File: src/fasu_pkg.sv
/*
  constants and types for the floating add and subtract unit:
  word layout, opcodes, special operand codes and exponent figures.
  assumes 60-bit one's complement floating words with a biased exponent.
*/
`default_nettype none

package fasu_pkg;

  // ******************************************************
  // widths
  // ******************************************************
  localparam int WORD_W    = 60;
  localparam int EXP_W     = 11;
  localparam int COEF_W    = 48;
  localparam int ACC_W     = 96;
  localparam int EXT_W     = 98;
  localparam int OPC_W     = 6;
  localparam int SEL_W     = 3;
  localparam int TOP_W     = 12;
  localparam int SIGN_POS  = 59;
  localparam int EXP_LO    = 48;
  localparam int OVF_POS   = 96;

  // ******************************************************
  // opcodes (octal 30 to 35)
  // ******************************************************
  localparam logic [OPC_W-1:0] OPC_SUM   = 6'h18;
  localparam logic [OPC_W-1:0] OPC_DIFF  = 6'h19;
  localparam logic [OPC_W-1:0] OPC_DSUM  = 6'h1a;
  localparam logic [OPC_W-1:0] OPC_DDIFF = 6'h1b;
  localparam logic [OPC_W-1:0] OPC_RSUM  = 6'h1c;
  localparam logic [OPC_W-1:0] OPC_RDIFF = 6'h1d;

  // ******************************************************
  // leading twelve bits of special operands
  // ******************************************************
  localparam logic [TOP_W-1:0] TOP_INF_POS = 12'h7ff;
  localparam logic [TOP_W-1:0] TOP_INF_NEG = 12'h800;
  localparam logic [TOP_W-1:0] TOP_IND_POS = 12'h3ff;
  localparam logic [TOP_W-1:0] TOP_IND_NEG = 12'hc00;

  // ******************************************************
  // exponent figures
  // ******************************************************
  localparam logic signed [EXP_W:0] EXP_BIAS       = 12'sh400;
  localparam logic signed [EXP_W:0] DBL_EXP_OFFSET = 12'sh030;
  localparam logic [EXP_W:0]        FILL_LIMIT     = 12'h080;
  localparam logic [EXT_W-1:0]      HALF_LSB       = 98'h0_0000_0000_0000_8000_0000_0000;

  typedef enum logic [1:0] {
    FASU_PREC_SINGLE,
    FASU_PREC_DOUBLE,
    FASU_PREC_ROUND
  } fasu_prec_type;

endpackage

`default_nettype wire

File: src/fasu_float_add_sub.sv
/*
  floating add and subtract functional unit: decodes six opcodes,
  reads two operand registers, writes one result one clock later.
  assumes the operand register file answers its read selects in the
  same cycle, on the same clock, and that issue holds no other opcodes.
*/
// What this block does
// RL1 - opcode 30 plain sum, 32 double low-half sum, 34 rounded sum
// RL2 - opcodes 31, 33, 35 are the matching differences, j minus k
// RL3 - operands come from registers j and k, result goes to register i
// RL4 - shift smaller-exponent coefficient right by exponent difference
// RL5 - single sum: 96-bit sum, upper half packed with larger exponent
// RL6 - double sum: lower half packed with larger exponent minus 48
// RL7 - coefficient overflow shifts result right one, exponent plus one
// RL8 - result is never normalized; leading zeros stay
// RL9 - exponent difference above 128 fills shifted operand with its sign
// RL10 - leading 3777 or 4000 is infinite and raises its exit condition
// RL11 - leading 1777 or 6000 is indefinite and raises its exit condition
// RL12 - rounded op: round bit to larger-exponent coefficient, tie goes to k
// RL13 - round bit is complement of sign, half an lsb below the coefficient
// RL14 - rounded sum: second round bit if both normalized or signs differ
// RL15 - second round bit goes in before the alignment shift
// RL16 - plain difference: 96-bit j minus k, upper half with larger exponent
// RL17 - like-sign difference keeps leading zeros
// RL18 - double difference: lower half with larger exponent minus 48
// RL19 - rounded difference: second round bit if both normalized or like signs
// RL20 - word is sign, 11-bit biased exponent, 48-bit coefficient
// RL21 - issue gives opcode and three register fields; one result plus flags
`timescale 1ns/1ps
`default_nettype none

module fasu_float_add_sub
  import fasu_pkg::*;
(
  input  wire logic              sys_clk_i,
  input  wire logic              rstn_i,
  input  wire logic              issue_valid_i,
  input  wire logic [OPC_W-1:0]  opcode_i,
  input  wire logic [SEL_W-1:0]  dest_operand_reg_i,
  input  wire logic [SEL_W-1:0]  first_source_reg_i,
  input  wire logic [SEL_W-1:0]  second_source_reg_i,
  output logic      [SEL_W-1:0]  first_source_sel_o,
  output logic      [SEL_W-1:0]  second_source_sel_o,
  input  wire logic [WORD_W-1:0] first_source_data_i,
  input  wire logic [WORD_W-1:0] second_source_data_i,
  output logic                   result_valid_o,
  output logic      [SEL_W-1:0]  result_dest_o,
  output logic      [WORD_W-1:0] result_data_o,
  output logic                   exit_infinite_o,
  output logic                   exit_indefinite_o
);

  // ******************************************************
  // functions
  // ******************************************************

  // positive form of a one's complement word
  function automatic logic [WORD_W-1:0] fold(input logic [WORD_W-1:0] w);
    return w[SIGN_POS] ? ~w : w; // [RL20]
  endfunction

  // unbiased exponent
  function automatic logic signed [EXP_W:0] true_exp(input logic [WORD_W-1:0] w);
    logic [WORD_W-1:0] f;
    f = fold(w);
    return $signed({1'b0, f[SIGN_POS-1:EXP_LO]}) - EXP_BIAS; // [RL20]
  endfunction

  function automatic logic normalized(input logic [WORD_W-1:0] w);
    logic [WORD_W-1:0] f;
    f = fold(w);
    return f[COEF_W-1];
  endfunction

  // coefficient placed in the upper accumulator half, round bit below its lsb
  function automatic logic signed [EXT_W-1:0] widen(input logic [WORD_W-1:0] w,
                                                     input logic              rnd);
    logic [WORD_W-1:0]        f;
    logic signed [EXT_W-1:0]  v;
    f = fold(w);
    v = $signed({2'b00, f[COEF_W-1:0], {COEF_W{1'b0}}});
    if (rnd)
    begin
      v = v + $signed(HALF_LSB); // [RL13]
    end
    return w[SIGN_POS] ? -v : v;
  endfunction

  // alignment shift, sign fill beyond the limit
  function automatic logic signed [EXT_W-1:0] align(input logic signed [EXT_W-1:0] v,
                                                     input logic [EXP_W:0]          amt);
    if (amt > FILL_LIMIT)
    begin
      return v[EXT_W-1] ? {EXT_W{1'b1}} : {EXT_W{1'b0}}; // [RL9]
    end
    return v >>> amt; // [RL4]
  endfunction

  function automatic logic is_inf(input logic [WORD_W-1:0] w);
    return (w[WORD_W-1 -: TOP_W] == TOP_INF_POS) || (w[WORD_W-1 -: TOP_W] == TOP_INF_NEG);
  endfunction

  function automatic logic is_ind(input logic [WORD_W-1:0] w);
    return (w[WORD_W-1 -: TOP_W] == TOP_IND_POS) || (w[WORD_W-1 -: TOP_W] == TOP_IND_NEG);
  endfunction

  // ******************************************************
  // decode
  // ******************************************************
  fasu_prec_type            prec;
  logic                     is_sub;
  logic                     op_legal;
  logic                     is_dbl;
  logic                     is_rnd;
  logic                     take;

  assign first_source_sel_o  = first_source_reg_i;  // [RL3]
  assign second_source_sel_o = second_source_reg_i; // [RL3]

  assign op_legal = (opcode_i == OPC_SUM) || (opcode_i == OPC_DSUM) || (opcode_i == OPC_RSUM)
                 || (opcode_i == OPC_DIFF) || (opcode_i == OPC_DDIFF) || (opcode_i == OPC_RDIFF); // [RL1] [RL2]
  assign is_sub   = (opcode_i == OPC_DIFF) || (opcode_i == OPC_DDIFF) || (opcode_i == OPC_RDIFF); // [RL2]
  assign prec     = ((opcode_i == OPC_DSUM) || (opcode_i == OPC_DDIFF)) ? FASU_PREC_DOUBLE
                  : ((opcode_i == OPC_RSUM) || (opcode_i == OPC_RDIFF)) ? FASU_PREC_ROUND
                  : FASU_PREC_SINGLE; // [RL1] [RL2]
  assign is_dbl   = (prec == FASU_PREC_DOUBLE);
  assign is_rnd   = (prec == FASU_PREC_ROUND);
  assign take     = issue_valid_i && op_legal; // [RL21]

  // ******************************************************
  // unpack and compare exponents
  // ******************************************************
  logic [WORD_W-1:0]        word_j;
  logic [WORD_W-1:0]        word_k;
  logic signed [EXP_W:0]    exp_j;
  logic signed [EXP_W:0]    exp_k;
  logic                     j_big;
  logic signed [EXP_W:0]    exp_big;
  logic [EXP_W:0]           exp_gap;

  assign word_j  = first_source_data_i;  // [RL3]
  assign word_k  = second_source_data_i; // [RL3]
  assign exp_j   = true_exp(word_j);
  assign exp_k   = true_exp(word_k);
  assign j_big   = exp_j > exp_k; // [RL12]
  assign exp_big = j_big ? exp_j : exp_k;
  assign exp_gap = j_big ? 12'(exp_j - exp_k) : 12'(exp_k - exp_j); // [RL4]

  // ******************************************************
  // round bits
  // ******************************************************
  logic                     both_norm;
  logic                     signs_differ;
  logic                     second_rnd;
  logic                     rnd_j;
  logic                     rnd_k;

  assign both_norm    = normalized(word_j) && normalized(word_k);
  assign signs_differ = word_j[SIGN_POS] ^ word_k[SIGN_POS];
  assign second_rnd   = both_norm || (is_sub ? !signs_differ : signs_differ); // [RL14] [RL19]
  assign rnd_j        = is_rnd && (j_big || second_rnd);  // [RL12] [RL14] [RL19]
  assign rnd_k        = is_rnd && (!j_big || second_rnd); // [RL12] [RL14] [RL19]

  // ******************************************************
  // align and add
  // ******************************************************
  logic signed [EXT_W-1:0]  ext_j;
  logic signed [EXT_W-1:0]  ext_k;
  logic signed [EXT_W-1:0]  al_j;
  logic signed [EXT_W-1:0]  al_k;
  logic signed [EXT_W-1:0]  raw_sum;
  logic                     res_neg;
  logic [EXT_W-1:0]         res_mag;
  logic                     coef_ovf;
  logic [EXT_W-1:0]         mag_adj;

  // round bits enter before the shift
  assign ext_j   = widen(word_j, rnd_j); // [RL15]
  assign ext_k   = widen(word_k, rnd_k); // [RL15]
  assign al_j    = j_big ? ext_j : align(ext_j, exp_gap); // [RL4]
  assign al_k    = j_big ? align(ext_k, exp_gap) : ext_k; // [RL4]
  assign raw_sum = is_sub ? al_j - al_k : al_j + al_k; // [RL5] [RL16]
  assign res_neg = raw_sum[EXT_W-1];
  assign res_mag = res_neg ? 98'(-raw_sum) : 98'(raw_sum);
  assign coef_ovf = res_mag[OVF_POS]; // [RL7]
  assign mag_adj = coef_ovf ? (res_mag >> 1) : res_mag; // [RL7]

  // ******************************************************
  // pack, no normalize step
  // ******************************************************
  logic signed [EXP_W:0]    exp_res;
  logic signed [EXP_W:0]    exp_out;
  logic [EXP_W-1:0]         exp_field;
  logic [COEF_W-1:0]        coef_out;
  logic [WORD_W-1:0]        float_result_plain;
  logic [WORD_W-1:0]        float_result_double_low;
  logic [WORD_W-1:0]        packed_pos;
  logic [WORD_W-1:0]        nxt_result_data;

  assign exp_res   = exp_big + $signed({{EXP_W{1'b0}}, coef_ovf}); // [RL7]
  assign exp_out   = is_dbl ? exp_res - DBL_EXP_OFFSET : exp_res; // [RL6] [RL18]
  assign exp_field = 11'(exp_out + EXP_BIAS); // [RL20]
  // leading zeros are left in place
  assign float_result_plain      = {1'b0, exp_field, mag_adj[ACC_W-1:COEF_W]}; // [RL5] [RL16] [RL8] [RL17]
  assign float_result_double_low = {1'b0, exp_field, mag_adj[COEF_W-1:0]};     // [RL6] [RL18]
  assign coef_out   = is_dbl ? float_result_double_low[COEF_W-1:0] : float_result_plain[COEF_W-1:0];
  assign packed_pos = {1'b0, exp_field, coef_out};
  assign nxt_result_data = res_neg ? ~packed_pos : packed_pos; // [RL20]

  // ******************************************************
  // exit conditions
  // ******************************************************
  logic                     nxt_inf;
  logic                     nxt_ind;

  assign nxt_inf = take && (is_inf(word_j) || is_inf(word_k)); // [RL10]
  assign nxt_ind = take && (is_ind(word_j) || is_ind(word_k)); // [RL11]

  // ******************************************************
  // result registers
  // ******************************************************
  logic                     result_valid_ff;
  logic [SEL_W-1:0]         result_dest_ff;
  logic [WORD_W-1:0]        result_data_ff;
  logic                     exit_inf_ff;
  logic                     exit_ind_ff;

  always_ff @(posedge sys_clk_i or negedge rstn_i)
  begin
    if (!rstn_i)
    begin
      result_valid_ff <= 1'b0;
      exit_inf_ff     <= 1'b0;
      exit_ind_ff     <= 1'b0;
    end
    else
    begin
      result_valid_ff <= take; // [RL21]
      exit_inf_ff     <= nxt_inf; // [RL10]
      exit_ind_ff     <= nxt_ind; // [RL11]
    end
  end

  always_ff @(posedge sys_clk_i or negedge rstn_i)
  begin
    if (!rstn_i)
    begin
      result_dest_ff <= '0;
      result_data_ff <= '0;
    end
    else if (take)
    begin
      result_dest_ff <= dest_operand_reg_i; // [RL3]
      result_data_ff <= nxt_result_data;    // [RL21]
    end
  end

  assign result_valid_o    = result_valid_ff;
  assign result_dest_o     = result_dest_ff;
  assign result_data_o     = result_data_ff;
  assign exit_infinite_o   = exit_inf_ff;
  assign exit_indefinite_o = exit_ind_ff;
endmodule

`default_nettype wire

File: config.mk
export PLATFORM = sky130hd
export DESIGN_NAME = fasu_float_add_sub
export DESIGN_NICKNAME = d
export VERILOG_FILES = /design/src/fasu_pkg.sv /design/src/fasu_float_add_sub.sv
export SDC_FILE = /design/constraint.sdc
export NUM_CORES = 2
export LEC_CHECK = 0
export ABC_AREA = 1
export BUFFER_PORTS_ARGS = -buffer_cell sky130_fd_sc_hd__buf_2
export CORE_MARGIN = 3
export CORE_UTILIZATION = 30
export CTS_CLUSTER_DIAMETER = 200
export CTS_CLUSTER_SIZE = 12
export DETAILED_ROUTE_END_ITERATION = 8
export PLACE_DENSITY = 0.56
export SLEW_MARGIN = 25
export SYNTH_ARGS = -nofsm -noshare
export SYNTH_HDL_FRONTEND = slang
export SYNTH_SLANG_ARGS = --single-unit
File: constraint.sdc
create_clock -name sys_clk_i -period 0.8 [get_ports sys_clk_i]
set_clock_uncertainty 0.1 [all_clocks]
set_input_delay 0.08 -clock sys_clk_i [delete_from_list [all_inputs] [get_ports sys_clk_i]]
set_output_delay 0.08 -clock sys_clk_i [all_outputs]
set_load 0.03 [all_outputs]
Word level (Yosys, flattened, before mapping)
Cells that the tools add are included.

cells by class
  equality and inequality tests = 16
  shift-type cells = 2
  mux-type cells = 26
  add/sub/neg operators = 14
  reduce and logical (&&, ||, !) cells = 26
  $lt $le $gt $ge = 2
  bitwise logic cells = 4

operator list
  cell                      count
  $mux W98                  11
  $mux W97                  3
  $neg A98 Y98              2
  $sshr A98 B12 Y98         2
  $add A96 B48 Y97 const B  2
  $mux W59                  2
  $not A59 Y59              2
  $add A98 B98 Y98          1
  $sub A98 B98 Y98          1
  $neg A97 Y97              1
  $mux W96                  1
  $mux W60                  1
  $not A59 Y60              1
  $eq A12 B12 Y1 const B    4
  $mux W48                  1
  $eq A6 B5 Y1 const B      6
  $eq A12 B10 Y1 const B    2
  $eq A12 B11 Y1 const B    2
  $sub A11 B11 Y12 const B  2
  $sub A12 B12 Y12          2
  $mux W11                  2
  $logic_or A1 B1 Y1        18
  $gt A12 B12 Y1            1
  $gt A12 B8 Y1 const B     1
  11 further kinds          19

word-level totals
  flip-flop bits (word level) = 66
  logic and storage cells = 95
  output and inout port bits = 72
  input bits = 138

Longest topological paths before layout
  word-level depth = 24
  mapped depth = 108
  gate-level depth less buffers = 100

Least setup slack after synthesis
No wires, ideal clock.

  path type = input-to-reg
  start point = input port first_source_data_i[59]
  end point = register result_data_ff[58], in the netlist result_data_o[58]
  data arrival time = 12.629 ns
  path buffers = 9
  setup time = 0.133 ns
  data required time = 0.567 ns
  cell stages on the path = 100
  setup slack = -12.062 ns
  cell sequence = buf_4 > buf_2 > buf_2 > buf_2 > buf_1 > xor2_1 > inv_1 > ha_1 > nand2_1 > inv_1 > nand2_1 > nand2_1 > nor2_1 > o21ai_2 > nand2_1 > nand2_2 > nand3_1 > nand2_1 > [... 64 more ...] > nand4_4 > nand2_2 > buf_2 > ha_1 > ha_1 > inv_1 > nor2_1 > inv_1 > nor2_1 > nand2_1 > xor2_1 > nor2_1 > inv_1 > or2_2 > nor2_1 > nand3_1 > xnor2_1 > o211ai_1

between the ends
  cells in the longest elaborated chain, start to end = 23
  elaborated cells between the ends (all ways) = 47
  classes of those cells = 12 x add/sub; 2 x order compare; 2 x shift; 21 x mux; 2 x bitwise; 8 x reduce/logical

RTL lines
  item                                                                   line                       text
  from (decl)                                                            fasu_float_add_sub.sv:44   input wire logic [WORD_W-1:0] first_source_data_i,
  parallel branches: the longest is 22 deep, another holds $neg A98 Y98  n/a
  $mux W60 *                                                             fasu_float_add_sub.sv:208  assign nxt_result_data = res_neg ? ~packed_pos : packed_pos;
  to (signal assigned)                                                   fasu_float_add_sub.sv:254  result_data_ff <= nxt_result_data;
  to (decl)                                                              fasu_float_add_sub.sv:224  logic [WORD_W-1:0] result_data_ff;

Every way passes the cells marked *. The select of a mux whose other input is x is not followed.
A chain may end at the register's enable or synchronous reset.

Worst setup path after layout
Ends and elaborated chain as after synthesis.

==> impl_results.md <==
- Non-filler cells, final: between 10000 and 15000
- CP Data Arrival Time: about 11 ns
- Pre-CTS WS: -11.59 ns
- Critical Path Max Stage Delay: 0.42 ns
- Final worst-path cycle share: 13.84
- Final core occ: 0.5384
- RSZ-0062 raised after global routing: true
- ANT nets after route: 0
- First drt pass iteration count: 9
- IO Pins: between 200 and 250
- Num CTS Buffers: 9
- Die ar.: about 0.13 sq mm
- Worst-skew pair later-pin latency: 0.35 ns
- Routability cong.: between 1 and 1.5
- Outcome: finished with violations
- Final WL: 252.4 mm
- Clock-pin slew on the worst setup and hold paths: roughly 0.06 ns
- Fin nets: roughly 11000
- Final HPWL DP: between 200 and 250 mm
- Die Wd: between 300 and 400 microns
- CP Capture Type: flop
- Violated checks: negative setup slack
- Most common cell after layout, fill and taps aside: buf_4
- Min Tclk post-route: approximately 11 ns
- Cells after DPL: 11660
- Seq pwr share: 0.018
- Post-synth EDFFs: 0
- Part of the power in the clock network: 0.015
- Dominant register cell in the synthesized netlist: dfrtp_1
- Post-route cell area: roughly 0.067 sq mm
- Syn Nets: between 7000 and 8000
- Initial Util: 0.3048
- Synth Instances: about 7600
- Global route overflow: 0
- Total track usage: 0.3649
- Most frequent cells in the layout: buf_4, nand2_1, nand3_1, inv_1, nor2_1
- Cell variety after synth: 74
- DR vias/cell: around 5.3
- Final WS setup: -10.27 ns
- Slew @ Worst Pin: between 1 and 1.5 ns
- Slew margin rel.: 0.2402
- DIE HEIGHT: roughly 360 microns
- First-pass GRT wire length: 364.3 mm
- Hold Vio Cnt, Final: 0
- Switch Pwr: between 150000 and 200000 uW
- Setup Viol. Count Final: roughly 130
- Buf+Inv Stages, Crit Path: 26
- Sequential share of the synthesized area: 0.04349
- Top delay family on crit path: simple AND/OR/NAND/NOR gates
- CTS max path bufs: 2
- Average wire per standard cell: ~21 microns
- Largest net degree at the start of global routing: 70
- Worst endpoint required time: 0.94 ns
- Area delta synth->final: 76.66%
- CP Class: input port to flop
- Clock tree sinks: between 60 and 70
- Leakage power: between 0.03 and 0.04 uW
- Clock Tree Root: clkbuf_16
- Core ar.: 0.1246 sq mm
- CP max FO: 8
- Synth Area per Inst: between 4 and 5 sq um
- Worst IR Drop VDD: 0.003199 V
- Fmax: 90.31 MHz
- Yosys reg bits: 66
- Gate power share: 0.967
- Post-route DRC: 0
- Max Cap Violations: 0
- Initial antenna violation count: 8
- CTS tree: built
- CTS H-tree depth: 3
- Async SR Flop Fraction: 1.000
- Most used cell, CP: nor2_4
- Power Density: ~4800 mW/mm^2
- Ratio of cells with drive above 1 in the final layout: 0.3989
- Row count: between 100 and 150
- Hold Crit Class: input port to primary output
- Placement Cell Area: between 0.05 and 0.06 sq mm
- I/O Buffers: 197
- Iteration-0 DRC Markers: 6926
- Post-Syn Area: about 0.038 sq mm
- Via count: between 60000 and 70000
- Int Power: about 140000 uW
- Worst path slowest cell: o21ai_0
- Net Sw Frac: 0.5680
- Ys Warns: 0
- Worst Setup Start Kind: input port
- Min Hold Slack: approximately 0.060 ns
- Number of global-route vias before repair: approximately 59000
- Slew Viols, Final: 0
## what timing repair did
action | CTS | global route
hold buffers | 4 | 0
pin swaps | 185 | 351
setup buffers | 144 | 102
resized for setup | 576 | 789
endpoints found under the hold margin | 69 | 0
setup endpoints to repair | 132 | 132
cloned | 6 | 1
## area by class of cell
class,instances,area (sq um)
diodes,6,15.01
repair buffers,2997,23210
clock inverters,7,116.4
clock buffers,9,225.2
inverters,977,3722
flip-flops and latches,66,1652
multi-input cells,6217,36100
well taps,1637,2048
fillers,12940,57520
## layer usage
metal / global-route usage / vias to the layer above / part of all wire
met3: 0.08697 / 522 / 0.097
met5: 0 / - / 0.000052
met2: 0.5811 / 2770 / 0.44
li1: - / 30070 / -
met4: 0.1395 / 2 / 0.048
met1: 0.4759 / 29230 / 0.42
## worst paths after layout
| check | from | endpoint | slack [ns] | cells past startpoint |
|---|---|---|---|---|
| setup / recovery | first_source_data_i[59] | result_data_o[58] | -10.27 | 91 |
| hold / removal | first_source_reg_i[0] | first_source_sel_o[0] | 0.06 | 0 |
| setup reg to reg | result_data_o[48] | result_data_o[48] | -0.04 | 2 |
| hold reg to reg | result_data_o[41] | result_data_o[41] | 0.37 | 2 |
| max in group asynchronous | rstn_i | result_data_o[9] | 0.09 | 3 |
| min in group asynchronous | rstn_i | result_data_o[43] | 0.15 | 3 |
## synth_stat cells (7+ instances only)
cell,count,area share
o221ai_1,25,0.0058
xor2_1,228,0.053
buf_2,54,0.0071
or2_1,7,0.0012
a211oi_1,10,0.0020
o21ai_1,44,0.0058
o211ai_1,36,0.0071
inv_1,949,0.094
xnor2_1,139,0.032
o21bai_1,7,0.0014
or2_2,24,0.0040
nor2_1,802,0.079
a22oi_1,14,0.0028
dfrtp_1,66,0.043
clkbuf_1,186,0.018
nor2_2,13,0.0021
buf_4,26,0.0051
o21a_1,30,0.0059
nand2_2,13,0.0021
buf_6,16,0.0047
o22ai_1,19,0.0031
a21oi_1,391,0.052
nor4_1,25,0.0041
nand3b_1,14,0.0028
nand2_4,14,0.0042
o21ai_0,481,0.063
nand3_2,7,0.0018
mux2i_1,26,0.0069
a31oi_1,71,0.012
nand2_1,2285,0.23
buf_1,66,0.0065
a21o_1,10,0.0020
nand3_1,1068,0.14
and2_1,15,0.0025
ha_1,131,0.043
nor3_1,80,0.011
nand4_1,105,0.017
inv_2,24,0.0024
## sequential cells by signal, summed over array words and instances, names as in the netlist
register           flops
result_data_o         60
result_dest_o          3
exit_indefinite_o      1
exit_infinite_o        1
result_valid_o         1
## per-stage QoR
| stage | TNS (ns) | power, uW |
|---|---|---|
| 5_1_grt | -630.13 | 341900 |
| 3_3_place_gp | -662.46 | 269100 |
| 6_report | -593.57 | 322500 |
| 2_1_floorplan | -543.33 | 136700 |
| 4_1_cts | -590.87 | 298100 |
| 3_5_place_dp | -670.02 | 269700 |
## power groups by stage
| stage | Sequential (uW) | Combinational, uW | Clock, uW |
|---|---|---|---|
| global placement | 5580 | 264000 | 0 |
| detailed placement | 5620 | 264000 | 0 |
| global route | 5910 | 331000 | 4980 |
| finish | 5740 | 312000 | 4770 |
| CTS | 5730 | 288000 | 4790 |
| floorplan | 8190 | 129000 | 0 |
## worst register-to-register path, stage by stage (launching register included)
cell and delay (ns):
dfrtp_1 0.43, nand2_1 0.10, o211ai_1 0.10
## kinds of logic (layout without fill, tap and decap cells)
kind of cell	count (synthesis)	in the layout	synth area share
AOI/OAI and AO/OA	1192	1193	0.1758
DFF	66	66	0.04349
xor gates and xnor gates	370	370	0.08593
muxes	27	27	0.007149
and+or+nand+nor	4492	4493	0.5041
other	0	6	0
adders and majority gates	134	134	0.04474
buffers and inverters	1326	3990	0.1389
Power figures use the tool's default switching activity.
